<file path="config.mk">
export PLATFORM = sky130hd
export DESIGN_NAME = marg_gate
export DESIGN_NICKNAME = d
export VERILOG_FILES = /design/src/core/marg_pkg.sv /design/src/core/marg_gate.sv /design/src/core/marg_sync.sv
export SDC_FILE = /design/constraint.sdc
export NUM_CORES = 1
export LEC_CHECK = 0
export BUFFER_PORTS_ARGS = -buffer_cell sky130_fd_sc_hd__buf_2
export CAP_MARGIN = 5
export CORE_MARGIN = 2
export CORE_UTILIZATION = 61
export CTS_CLUSTER_DIAMETER = 120
export DETAILED_ROUTE_END_ITERATION = 8
export PLACE_DENSITY_LB_ADDON = 0.15
export RECOVER_POWER = 50
export SLEW_MARGIN = 40
export SYNTH_ARGS = -nofsm -noshare
export SYNTH_HDL_FRONTEND = slang
export SYNTH_SLANG_ARGS = --single-unit
</file>
<file path="constraint.sdc">
create_clock -name clock_i -period 2.7 [get_ports clock_i]
set_input_delay 0.54 -clock clock_i [delete_from_list [all_inputs] [get_ports clock_i]]
set_output_delay 0.54 -clock clock_i [all_outputs]
set_load 0.05 [all_outputs]
</file>
<file path="src/core/marg_pkg.sv">
package marg_pkg;
  // ****************************************************************
  // Timing base
  // ****************************************************************
  localparam int unsigned CLK_HZ        = 125_000_000; // Logic clock rate
  localparam int unsigned CLK_PERIOD_NS = 8;           // Logic clock period
  localparam int unsigned MIN_SHORT_MS  = 100;         // Short minimum ack pulse
  localparam int unsigned MIN_LONG_MS   = 350;         // Long minimum ack pulse
  localparam int unsigned MAX_PULSE_S   = 30;          // Longest accepted pulse
  localparam int unsigned BLINK_HZ      = 1;           // Request blink rate
  // Least times round up, longest rounds down
  localparam longint MIN_SHORT_CYC = (longint'(MIN_SHORT_MS) * 1_000_000 + CLK_PERIOD_NS - 1)
                                     / CLK_PERIOD_NS;
  localparam longint MIN_LONG_CYC  = (longint'(MIN_LONG_MS) * 1_000_000 + CLK_PERIOD_NS - 1)
                                     / CLK_PERIOD_NS;
  localparam longint MAX_PULSE_CYC = longint'(MAX_PULSE_S) * CLK_HZ;
  localparam longint HALF_BLINK_CYC = longint'(CLK_HZ) / (2 * BLINK_HZ);
  // ****************************************************************
  // Widths and limits
  // ****************************************************************
  localparam int unsigned CNT_W     = 32; // Pulse and blink counter width
  localparam int unsigned MAX_PERM  = 7;  // Largest permit count
  localparam int unsigned SYNC_W    = 2;  // Synchroniser depth
endpackage : marg_pkg

</file>
<file path="src/core/marg_gate.sv">
`timescale 1ns/1ps
// Contract
// - One to seven activated permit inputs
// - All-met flag is AND of active permits
// - Blink request at 1 Hz awaiting ack
// - Enable after valid ack, permits held
// - Minimum ack length 100 or 350 ms
// - Too short or over 30 s ignored
// - Any permit drop clears enable immediately
module marg_gate #(
  parameter int unsigned   N_PERMITS     = 7,                    // Activated permits, 1..7
  parameter bit            LONG_MIN      = 1'b0,                 // 0: 100 ms, 1: 350 ms
  parameter longint        MIN_SHORT     = marg_pkg::MIN_SHORT_CYC,  // Short min, cycles
  parameter longint        MIN_LONG      = marg_pkg::MIN_LONG_CYC,   // Long min, cycles
  parameter longint        MAX_PULSE     = marg_pkg::MAX_PULSE_CYC,  // Max pulse, cycles
  parameter longint        HALF_BLINK    = marg_pkg::HALF_BLINK_CYC  // Half blink period
) (
  input  wire logic                 clock_i,           // Logic clock, 125 MHz
  input  wire logic                 rst_i,             // Sync reset, high
  input  wire logic [N_PERMITS-1:0] permit_i,          // Permit pins, async
  input  wire logic                 ack_i,             // Acknowledge button, async
  output logic                      permits_all_met_o, // All permits high
  output logic                      ack_request_blink_o, // Ack request lamp
  output logic                      safe_enable_out_o  // Gated enable
);
  import marg_pkg::*;

  // ****************************************************************
  // Configuration checks
  // ****************************************************************
  // Permit count range
  initial begin
    if (N_PERMITS < 1 || N_PERMITS > MAX_PERM) begin
      $error("permit count out of range");
    end
  end

  // ****************************************************************
  // Input synchronisation
  // ****************************************************************
  logic [N_PERMITS:0] raw_w;  // Pins bundled for syncing
  logic [N_PERMITS:0] sync_w; // Synchronised pins
  assign raw_w = {ack_i, permit_i};
  marg_sync #(
    .W (N_PERMITS + 1)
  ) u_sync (
    .clock_i (clock_i),
    .rst_i   (rst_i),
    .d_i     (raw_w),
    .q_o     (sync_w)
  );
  logic permit_and_w; // AND of active permits
  logic ack_w;        // Synchronised ack level
  assign permit_and_w = &sync_w[N_PERMITS-1:0];
  assign ack_w        = sync_w[N_PERMITS];

  // ****************************************************************
  // State
  // ****************************************************************
  localparam logic [CNT_W-1:0] MIN_C  = LONG_MIN ? CNT_W'(MIN_LONG) : CNT_W'(MIN_SHORT);
  localparam logic [CNT_W-1:0] MAX_C  = CNT_W'(MAX_PULSE);
  localparam logic [CNT_W-1:0] HALF_C = CNT_W'(HALF_BLINK);
  typedef struct packed {
    logic             ack_d;   // Ack level one cycle ago
    logic [CNT_W-1:0] hi_cnt;  // Ack high length, saturating
    logic [CNT_W-1:0] bl_cnt;  // Blink half-period counter
    logic             blink;   // Blink phase
    logic             enable;  // Gated enable
  } marg_gate_s;
  marg_gate_s st_r;   // Registered state
  marg_gate_s st_nxt; // Next state
  logic       ack_fall_w; // Ack falling edge
  logic       valid_w;    // Pulse length accepted
  assign ack_fall_w = st_r.ack_d & ~ack_w;
  assign valid_w = (st_r.hi_cnt >= MIN_C) && (st_r.hi_cnt <= MAX_C);

  // Next state logic
  always_comb begin
    st_nxt       = st_r;
    st_nxt.ack_d = ack_w;
    if (ack_w) begin
      if (st_r.hi_cnt <= MAX_C) begin
        // Saturate just past the limit; wider counts would only waste flops
        st_nxt.hi_cnt = st_r.hi_cnt + 1'b1;
      end
    end else begin
      st_nxt.hi_cnt = '0;
    end
    if (permit_and_w && ack_fall_w && valid_w) begin
      st_nxt.enable = 1'b1;
    end
    if (!permit_and_w) begin
      st_nxt.enable = 1'b0;
    end
    if (permit_and_w && !st_r.enable) begin
      if (st_r.bl_cnt >= HALF_C - 1'b1) begin
        st_nxt.bl_cnt = '0;
        st_nxt.blink  = ~st_r.blink;
      end else begin
        st_nxt.bl_cnt = st_r.bl_cnt + 1'b1;
      end
    end else begin
      st_nxt.bl_cnt = '0;
      st_nxt.blink  = 1'b0;
    end
  end

  // Register the state
  always_ff @(posedge clock_i) begin
    if (rst_i) begin
      st_r <= '0;
    end else begin
      st_r <= st_nxt;
    end
  end

  // ****************************************************************
  // Outputs
  // ****************************************************************
  // Enable gated combinationally so a permit drop acts the same cycle
  assign permits_all_met_o   = permit_and_w;
  assign safe_enable_out_o   = st_r.enable & permit_and_w;
  assign ack_request_blink_o = st_r.blink & permit_and_w & ~st_r.enable;
endmodule : marg_gate

</file>
<file path="src/core/marg_sync.sv">
`timescale 1ns/1ps
// ******************************************************************
// Two-flop synchroniser bank
// ******************************************************************
module marg_sync #(
  parameter int unsigned W = 8 // Bits synchronised
) (
  input  wire logic         clock_i, // Logic clock
  input  wire logic         rst_i,   // Sync reset, high
  input  wire logic [W-1:0] d_i,     // Asynchronous inputs
  output logic      [W-1:0] q_o      // Synchronised outputs
);
  import marg_pkg::*;
  // State: first and second stage
  typedef struct packed {
    logic [W-1:0] s1; // First stage, read only by s2
    logic [W-1:0] s2; // Second stage
  } marg_sync_s;
  marg_sync_s st_r;   // Registered state
  marg_sync_s st_nxt; // Next state
  // Shift one stage per clock
  always_comb begin
    st_nxt    = st_r;
    st_nxt.s1 = d_i;
    st_nxt.s2 = st_r.s1;
  end
  // Register with reset to low
  always_ff @(posedge clock_i) begin
    if (rst_i) begin
      st_r <= '0;
    end else begin
      st_r <= st_nxt;
    end
  end
  assign q_o = st_r.s2;
endmodule : marg_sync

</file>
==> results of run 1 <==
==> cell type report <==
type,instances,share of cell area
inverters,13,0.01222
flip-flops and latches,83,0.4162
clock buffers,9,0.03102
well taps,75,0.02350
multi-input cells,304,0.4663
repair buffers,23,0.03416
clock inverters,7,0.01661
==> worst paths after layout <==
kind,start,end,slack [ns],depth (start not counted)
worst max-delay path,st_r[53]$_SDFFE_PP0P_,st_r[53]$_SDFFE_PP0P_,0.11,7
worst min-delay path,permit_i[1],u_sync.st_nxt[1]$_SDFF_PP0_,0.37,2
worst max register to register,st_r[53]$_SDFFE_PP0P_,st_r[53]$_SDFFE_PP0P_,0.11,7
worst min register to register,st_r[0]$_SDFFE_PP0P_,st_r[1]$_SDFFE_PP0P_,0.44,1
==> metrics by stage <==
stage	setup WS [ns]	power, mW	instances
6_report	0.1102	2.134	514
5_1_grt	0.008999	2.198	514
4_1_cts	0.1430	2.152	514
3_5_place_dp	0.1980	1.300	498
3_3_place_gp	0.2634	1.298	498
2_1_floorplan	0.4046	1.290	416
==> Yosys cell counts (all sizes together) (8+ instances only) <==
cell / number / area, um^2
or4: 8 / 63.81
nor2b: 16 / 100.1
nand4: 12 / 75.07
xnor2: 10 / 87.58
inv: 13 / 48.80
and3: 8 / 50.05
o21ai: 16 / 80.07
clkbuf: 12 / 45.04
nor2: 57 / 216.5
dfxtp: 83 / 1662
nand3: 18 / 95.09
nor4: 11 / 75.07
or3: 9 / 61.31
nand2b: 8 / 50.05
xor2: 27 / 236.5
nor3: 13 / 65.06
nand2: 30 / 112.6
==> critical path, delay by kind of cell, from the launching register on <==
family | cells | cell delay, ns
flip-flops | 1 | 0.36
buffers and inverters | 1 | 0.21
AND/OR/NAND/NOR | 3 | 1.35
AO/OA/AOI/OAI | 3 | 0.55
==> power groups by stage <==
stage | clock network [mW] | logic [mW] | registers [mW]
after floorplan | 0 | 0.0188 | 1.27
after global placement | 0 | 0.0268 | 1.27
after detailed placement | 0 | 0.0279 | 1.27
after global routing | 0.921 | 0.0317 | 1.25
after CTS | 0.880 | 0.0280 | 1.24
final | 0.863 | 0.0277 | 1.24
==> kinds of logic after synthesis <==
kind of cell | after synthesis
flops | 83
simple gates | 202
fa+ha+maj | 3
xor+xnor | 37
other cells | 1
mux | 4
buf+inv | 29
compound gates | 52
==> sequential cells by signal, summed over array words and instances, names as in the netlist <==
register / cells
u_sync.st_nxt: 8
u_sync.q_o: 8
st_r: 67
==> per-layer routing <==
layer	GRT usage	vias to the layer above	part of all wire
li1	-	1473	-
met1	0.2817	1353	0.47
met2	0.3702	43	0.48
met3	0.04000	15	0.037
met4	0.1220	0	0.018
met5	0	-	0
==> reports/qor.csv, run 1 <==
metric,value,unit
status,"finished, final reports clean",
layout_commonest_cell,dfxtp_1,
layout.area.seq,1662,um^2
place.gp.congestion,0.8943,
synthXorXnorAreaFrac,0.08968,
seqPwrFrac,0.583,
ios,13,
wirelength,6910,um
fillCellCount,498,
grt_antenna_before_repair,0,
muxShareOfSynthArea,0.01108,
groute.usage.overall,0.2256,
hpwl,4773,um
dieArea,6555,um^2
placed_area,3797,um^2
clk_latency,0.37,ns
grt_overflow,0,
setup_tns,0,ns
synth_compound_area_frac,0.09972,
synthAdderAreaFrac,0.01039,
crit_required,2.94,ns
p_switching,0.5220,mW
finalCriticalPeriod,2.590,ns
drt-initial-drc-count,159,
p_clk_frac,0.404,
tightestPinTransition,0.6346,ns
final-setup-viol-count,0,
cpPeakStageDelay,0.56,ns
drc,0,
final_area,3993,um^2
maxCapViolCount,0,
fin_util,0.6865,
fin_nets,447,
cpMaxStageDelayCell,or4_4,
p_sw_frac,0.2446,
first_global_vias,2598,
root_buffer,clkbuf_8,
grt_pass1_wl,11410,um
syn_inst,411,
worst_ep_arrival_time,2.83,ns
synth_edf_count,0,
routedWlPerCell,13.44,um
cts_inserted_buffers,9,
num_vias,2884,
synthSimpleGateAreaFrac,0.2950,
layout-drive-gt1-share,0.1025,
via_per_inst,5.611,
async_flop_share,0,
critical_path_class,reg -> reg,
worst-path-max-fanout,15,
cp-start-kind,register,
fp.dieH,80.97,um
syn_to_final_growth,10.49,%
antenna_left,0,
post-cts-setup-buffers,0,
syn_avg_cell_area,8.792,um^2
clkTransAtPathRegs,0.09,ns
worstPathCellList,or4_4 -> nor4_2 -> and4b_2 -> o21ai_1 -> buf_4 -> o311ai_0 -> o41ai_1,
crit_path_end_kind,register,
final_hold_viol_count,0,
timing.hold.ws,0.3721,ns
clock_skew,0.01009,ns
portBuffers,12,
report.final.slew_viol_count,0,
fmax,386.1,MHz
seq_area_frac_synth,0.4598,
die_x,80.97,um
cts.sinks,83,
multi_input_area,1862,um^2
cts.htree.levels,3,
grt_max_degree,27,
yosys_warnings,0,
clockBufferDepth,2,
ys_ff_latch,83,
final_cell_mix,"83 x dfxtp_1, 56 x nor2_1, 30 x nand2_1",
hp-class,in -> reg,
cts_hold_buf,0,
synth_cell_types,49,
synth_top_family_by_area,simple AND/OR/NAND/NOR gates,
fin_crit_sh,0.9592,
rsz0062_at_grt,false,
max-slew-margin-rel,0.5764,
p_comb_frac,0.013,
synth_area,3613,um^2
p_leak,1.303,nW
ys.flop_type,dfxtp_1,
cts_tree,done,
powerDensity,534.4,nW/um^2
floorplan.initialDensity,0.6213,
worst_ir_drop_vdd,501.7,uV
first_pass_iters,4,
rows,28,
internal-power,1.612,mW
n_antenna_cell,0,
coreArea,5816,um^2
cts_resized,0,
No activity file was read; power rests on OpenSTA's default activity.
==> run 2, diff against run 1 <==
--- a/config.mk
+++ b/config.mk
@@ -5,12 +5,12 @@
 export SDC_FILE = /design/constraint.sdc
 export NUM_CORES = 1
 export LEC_CHECK = 0
-export BUFFER_PORTS_ARGS = -buffer_cell sky130_fd_sc_hd__buf_2
 export CAP_MARGIN = 5
 export CORE_MARGIN = 2
-export CORE_UTILIZATION = 61
+export CORE_UTILIZATION = 62
 export CTS_CLUSTER_DIAMETER = 120
 export DETAILED_ROUTE_END_ITERATION = 8
+export DONT_BUFFER_PORTS = 1
 export PLACE_DENSITY_LB_ADDON = 0.15
 export RECOVER_POWER = 50
 export SLEW_MARGIN = 40
==> run 2 against run 1 <==
Net effect:
- sequential cell count unchanged
- worst setup slack improved by 0.048 ns
- highest routed layer unchanged
- global-route usage increased by 0.16 points
- first-iteration DRC count increased by 26%
- clock power increased by 6.6%
==> reports/qor.csv, run 2 (same netlist as run 1, synthesis figures left out) <==
metric,value,unit,change
layout.area.seq,1662,um^2,unchanged
cts_hold_buf,0,,unchanged
status,"finished, final reports clean",,
grt_max_degree,27,,unchanged
crit_required,2.98,ns,+0.04 ns
worst-path-max-fanout,8,,-7
cts.htree.levels,3,,unchanged
multi_input_area,1857,um^2,-0.27%
regMostFlops,st_r,,
hp-class,in -> reg,,
portBuffers,0,,-12
report.final.slew_viol_count,0,,unchanged
clkTransAtPathRegs,0.09,ns,about the same
coreArea,5574,um^2,-4.2%
hpwl,4685,um,-1.8%
groute.usage.overall,0.2272,,+0.001582
finalCriticalPeriod,2.542,ns,-0.04780 ns
cts_inserted_buffers,9,,unchanged
worst_ir_drop_vdd,435.7,uV,-13%
die_x,80.34,um,-0.77%
cpPeakStageDelay,0.55,ns,about the same
routedWlPerCell,13.54,um,+0.73%
fin_nets,440,,-1.6%
final-setup-viol-count,0,,unchanged
fillCellCount,441,,-11%
max-slew-margin-rel,0.5838,,+0.007404
wirelength,6825,um,-1.2%
syn_to_final_growth,9.834,%,
layout-drive-gt1-share,0.09028,,-0.01223
root_buffer,clkbuf_8,,
clock_skew,0.01253,ns,+0.002442 ns
cp-start-kind,register,,
p_leak,1.283,nW,-1.5%
cts.sinks,83,,unchanged
via_per_inst,5.760,,+2.7%
worstPathCellList,or4_4 -> o21bai_1 -> a221oi_2 -> o21ai_1 -> or4_1 -> a21oi_1,,
clk_latency,0.35,ns,-0.02 ns
grt_pass1_wl,11390,um,-0.24%
first_pass_iters,5,,+1
final_hold_viol_count,0,,unchanged
place.gp.congestion,0.8636,,-3.4%
startpoint,st_r[53]$_SDFFE_PP0P_,,
final_cell_mix,"83 x dfxtp_1, 56 x nor2_1, 30 x nand2_1",,
first_global_vias,2624,,+1.0%
path_buf_inv,0,,-1
maxCapViolCount,0,,unchanged
hold_start,rst_i,,
grt_antenna_before_repair,0,,unchanged
crit_path_end_kind,register,,
ios,13,,unchanged
r2r_slack,0.16,ns,+0.05 ns
grt_overflow,0,,unchanged
cpMaxStageDelayCell,or4_4,,
tightestPinTransition,0.6195,ns,-0.01517 ns
layout_commonest_cell,dfxtp_1,,
floorplan.initialDensity,0.6483,,+0.02692
crit_family,compound AO/OA/AOI/OAI gates,,
drc,0,,unchanged
largest_reg_flops,67,,unchanged
fp.dieH,80.34,um,-0.77%
fin_crit_sh,0.9415,,-0.01770
critical_path_class,reg -> reg,,
dieArea,6455,um^2,-1.5%
powerDensity,549.7,nW/um^2,+2.9%
cts_tree,done,,
worst_ep_arrival_time,2.83,ns,about the same
drt-initial-drc-count,201,,+26%
timing.hold.ws,0.2332,ns,-0.1389 ns
n_antenna_cell,0,,unchanged
antenna_left,0,,unchanged
rr_startpoint,st_r[53]$_SDFFE_PP0P_,,
setup_tns,0,ns,unchanged
rows,27,,-3.6%
fmax,393.4,MHz,+1.9%
clockBufferDepth,2,,unchanged
num_vias,2903,,+0.66%
==> run 2: path summary, 6_finish.rpt <==
kind,cells after the start,end
worst min register to register,1,u_sync.q_o[4]$_SDFF_PP0_
worst min-delay path,1,st_r[0]$_SDFFE_PP0P_
worst max-delay path,6,st_r[54]$_SDFFE_PP0P_
worst max register to register,6,st_r[54]$_SDFFE_PP0P_
==> run 2: timing repair <==
| action | CTS | global route |
|---|---|---|
| setup buffers | 0 | 0 |
| resized for setup | 0 | 1 |
| setup endpoints to repair | 0 | 1 |
==> run 2: through the flow <==
| step | cell area (um^2) | total power [mW] | utilization | setup slack (ns) | instances |
|---|---|---|---|---|---|
| finish | 3969 | 2.182 | 0.7120 | 0.1580 | 504 |
| global route | 3969 | 2.247 | 0.7120 | -0.005170 | 504 |
| CTS | 3976 | 2.194 | 0.7134 | 0.1386 | 504 |
| detailed placement | 3771 | 1.291 | 0.6765 | 0.1634 | 488 |
| global placement | 3771 | 1.290 | 0.6765 | 0.2488 | 488 |
| floorplan | 3632 | 1.290 | - | 0.4046 | 416 |
==> run 2: report_power, final <==
part           internal (mW)  switching (mW)
Sequential              1.24         0.00396
Clock                  0.440           0.480
Combinational        0.00873         0.00964
==> run 2: cell type report <==
| class | instances | area share |
|---|---|---|
| clock buffers | 9 | 0.03121 |
| flip-flops and latches | 83 | 0.4187 |
| multi-input cells | 304 | 0.4678 |
| clock inverters | 7 | 0.02049 |
| repair buffers | 16 | 0.02680 |
| well taps | 72 | 0.02270 |
| inverters | 13 | 0.01230 |
==> run 2: per-layer routing <==
| layer | global-route usage | part of all wire | vias to the layer above |
|---|---|---|---|
| met3 | 0.04944 | 0.046 | 10 |
| li1 | - | - | 1467 |
| met5 | 0 | 0 | - |
| met1 | 0.3026 | 0.46 | 1355 |
| met4 | 0.08644 | 0.017 | 0 |
| met2 | 0.3608 | 0.47 | 71 |
==> run 3, diff against run 2 <==
--- a/config.mk
+++ b/config.mk
@@ -5,9 +5,10 @@
 export SDC_FILE = /design/constraint.sdc
 export NUM_CORES = 1
 export LEC_CHECK = 0
+export ABC_AREA = 1
 export CAP_MARGIN = 5
 export CORE_MARGIN = 2
-export CORE_UTILIZATION = 62
+export CORE_UTILIZATION = 64
 export CTS_CLUSTER_DIAMETER = 120
 export DETAILED_ROUTE_END_ITERATION = 8
 export DONT_BUFFER_PORTS = 1
==> run 3 against run 2 <==
Net effect:
- first-iteration DRC count is 55% higher
- critical path depth is 5 higher
- synthesized cell count is 62% higher
- sequential power hardly changed
- clock skew is 0.0054 ns higher
- die area is 19% higher
==> reports/qor.csv, run 3 <==
metric,value,unit,change
status,"finished, final reports clean",,
yosysMostFrequentCell,nand2_1,,
report.final.slew_viol_count,0,,unchanged
critical_path_class,reg -> reg,,
tightestPinTransition,0.6568,ns,+0.03734 ns
drc,0,,unchanged
synth_cell_types,34,,-31%
hold_start,rst_i,,
clkTransAtPathRegs,0.10,ns,about the same
final_hold_viol_count,0,,unchanged
path_common_cell,nand2_1,,
cpMaxStageDelayCell,dfxtp_1,,
portBuffers,0,,unchanged
place.gp.congestion,0.9897,,+15%
ys_top_cells_by_area,"dfxtp_1 37%, nand2_1 14%, nor2_1 11%, nand3_1 5.7%, inv_1 5.7%",,
wirelength,9931,um,+46%
synthSimpleGateAreaFrac,0.4080,,+0.1130
coreArea,6756,um^2,+21%
antenna_left,0,,unchanged
synth_area,4462,um^2,+23%
crit_path_end_kind,register,,
first_pass_iters,5,,unchanged
grt_max_degree,33,,+22%
worstPathCellList,ha_1 -> nand2_1 -> inv_1 -> nand2_1 -> nor2_1 -> nand4_1 -> nor2_1 -> nand3_1 -> nand2_1 -> nand2_1 -> nor2_1,,
fillCellCount,615,,+39%
synth_top_area_cell,dfxtp_1,,
rr_startpoint,st_r[2]$_SDFF_PP0_,,
num_vias,4071,,+40%
hp-class,in -> reg,,
worstRegToRegCells,11,,+5
cts_inserted_buffers,9,,unchanged
fin_total_pwr,2.144,mW,-1.7%
yosysTopAreaCellShare,0.3724,,-0.08743
largest_reg_flops,67,,unchanged
rsz0062_at_grt,false,,
rows,30,,+11%
clockBufferDepth,2,,unchanged
fin_util,0.6941,,-0.01794
worst-path-max-fanout,6,,-2
syn_inst,664,,+62%
floorplan.initialDensity,0.6604,,+0.01211
crit_required,3.02,ns,+0.04 ns
fin_crit_sh,0.7826,,-0.1589
final-setup-viol-count,0,,unchanged
hpwl,7255,um,+55%
synthAdderAreaFrac,0.008413,,-0.001975
cpPeakStageDelay,0.37,ns,-0.18 ns
powerDensity,457.1,nW/um^2,-17%
ys_ff_latch,83,,unchanged
crit_family,simple AND/OR/NAND/NOR gates,,
grt_pass1_wl,16670,um,+46%
max-slew-margin-rel,0.5615,,-0.02235
worst_ep_arrival_time,2.43,ns,-0.40 ns
ios,13,,unchanged
first_global_vias,3788,,+44%
n_antenna_cell,0,,unchanged
layout-drive-gt1-share,0.08470,,-0.005582
place_ws,0.7803,ns,+0.6169 ns
setup_tns,0,ns,unchanged
finalWorstSetupSlack,0.5869,ns,+0.4289 ns
ys.flop_type,dfxtp_1,,
final_area,4690,um^2,+18%
cp-start-kind,register,,
worst_ir_drop_vdd,387.2,uV,-11%
seq_area_frac_synth,0.3724,,-0.08743
synth_compound_area_frac,0.05889,,-0.04083
muxShareOfSynthArea,0,,-0.01108
cts.htree.levels,3,,unchanged
groute.usage.overall,0.2785,,+0.05131
synth_edf_count,0,,unchanged
via_per_inst,5.406,,-6.1%
fmax,473.2,MHz,+20%
yosys_warnings,0,,unchanged
clk_latency,0.38,ns,+0.03 ns
placed_area,4511,um^2,+20%
grt_antenna_before_repair,0,,unchanged
synthXorXnorAreaFrac,0.06674,,-0.02294
r2r_slack,0.59,ns,+0.43 ns
holdPathStages,1,,unchanged
async_flop_share,0,,unchanged
holdPathEnd,u_sync.st_nxt[6]$_SDFF_PP0_,,
post-cts-setup-buffers,0,,unchanged
drt-initial-drc-count,311,,+55%
cts_resized,0,,unchanged
final_cell_mix,"168 x nand2_1, 129 x nor2_1, 83 x dfxtp_1",,
fin_nets,681,,+55%
cts_tree,done,,
syn_avg_cell_area,6.720,um^2,-24%
die_x,87.50,um,+8.9%
finalCriticalPeriod,2.113,ns,-0.4289 ns
layout_commonest_cell,nand2_1,,
dieArea,7655,um^2,+19%
cts_hold_buf,0,,unchanged
fp.dieH,87.50,um,+8.9%
cts.sinks,83,,unchanged
synth_top_family_by_area,simple AND/OR/NAND/NOR gates,,
maxCapViolCount,0,,unchanged
syn_to_final_growth,5.104,%,
timing.rr.end,st_r[26]$_SDFF_PP0_,,
path_buf_inv,1,,+1
grt_overflow,0,,unchanged
p_leak,1.599,nW,+25%
root_buffer,clkbuf_8,,
yosys-top-cells-count,"168 x nand2_1, 127 x nor2_1, 83 x dfxtp_1, 68 x inv_1, 51 x nand3_1",,
regMostFlops,st_r,,
routedWlPerCell,13.19,um,-2.6%
clock_skew,0.01797,ns,+0.005441 ns
-- run 3: final cells by class --
type	count	area, um^2	area share
multi-input cells	497	2425	0.5171
flip-flops and latches	83	1662	0.3543
inverters	72	270.3	0.05763
clock buffers	9	123.9	0.02641
well taps	80	100.1	0.02134
clock inverters	7	71.32	0.01521
repair buffers	5	37.54	0.008004
-- run 3: cells by family (layout without fill, tap and decap cells) --
kind of cell	Yosys count	in the layout
xor gates and xnor gates	34	34
and+or+nand+nor	410	410
adders and majority gates	3	3
buffers and inverters	89	93
AOI/OAI and AO/OA	44	44
DFF	83	83
other	1	6
-- run 3: worst max-delay path by stage --
stage | start | end | slack, ns | cells past startpoint
floorplan | u_sync.q_o[5]$_SDFF_PP0_ | ack_request_blink_o | 0.51 | 4
global placement | st_r[34]$_SDFFE_PP0P_ | st_r[50]$_SDFFE_PP0P_ | 0.81 | 7
detailed placement | st_r[34]$_SDFFE_PP0P_ | st_r[50]$_SDFFE_PP0P_ | 0.78 | 7
CTS | u_sync.q_o[4]$_SDFF_PP0_ | ack_request_blink_o | 0.69 | 5
global route | st_r[2]$_SDFF_PP0_ | st_r[26]$_SDFF_PP0_ | 0.30 | 11
finish | st_r[2]$_SDFF_PP0_ | st_r[26]$_SDFF_PP0_ | 0.59 | 11
-- run 3: per-stage QoR --
step	hold slack, ns	std cells
after floorplan	0.3883	669
after global placement	0.3895	737
after detailed placement	0.3941	737
after CTS	0.2186	753
after global routing	0.1988	753
final	0.2191	753
-- run 3: routing by layer --
| metal | share of wire | vias to the layer above | routed length [um] | track usage |
|---|---|---|---|---|
| met5 | 0 | - | 0 | 0 |
| li1 | - | 2088 | - | - |
| met3 | 0.066 | 15 | 657 | 0.06919 |
| met1 | 0.46 | 1846 | 4539 | 0.3617 |
| met2 | 0.46 | 122 | 4584 | 0.4539 |
| met4 | 0.015 | 0 | 150 | 0.08951 |
-- run 3: worst reg2reg max path: cells and delay by family (launching register included) --
family        cells  cell delay, ns
simple gates      9            1.46
flops             1            0.37
fa+ha+maj         1            0.18
buf+inv           1            0.07
-- run 3: power breakdown --
| group | leakage [nW] | internal (mW) | switching, mW |
|---|---|---|---|
| Combinational | 0.832 | 0.00676 | 0.0154 |
| Sequential | 0.674 | 1.24 | 0.00547 |
| Clock | 0.0926 | 0.359 | 0.517 |
| Total | 1.60 | 1.61 | 0.538 |
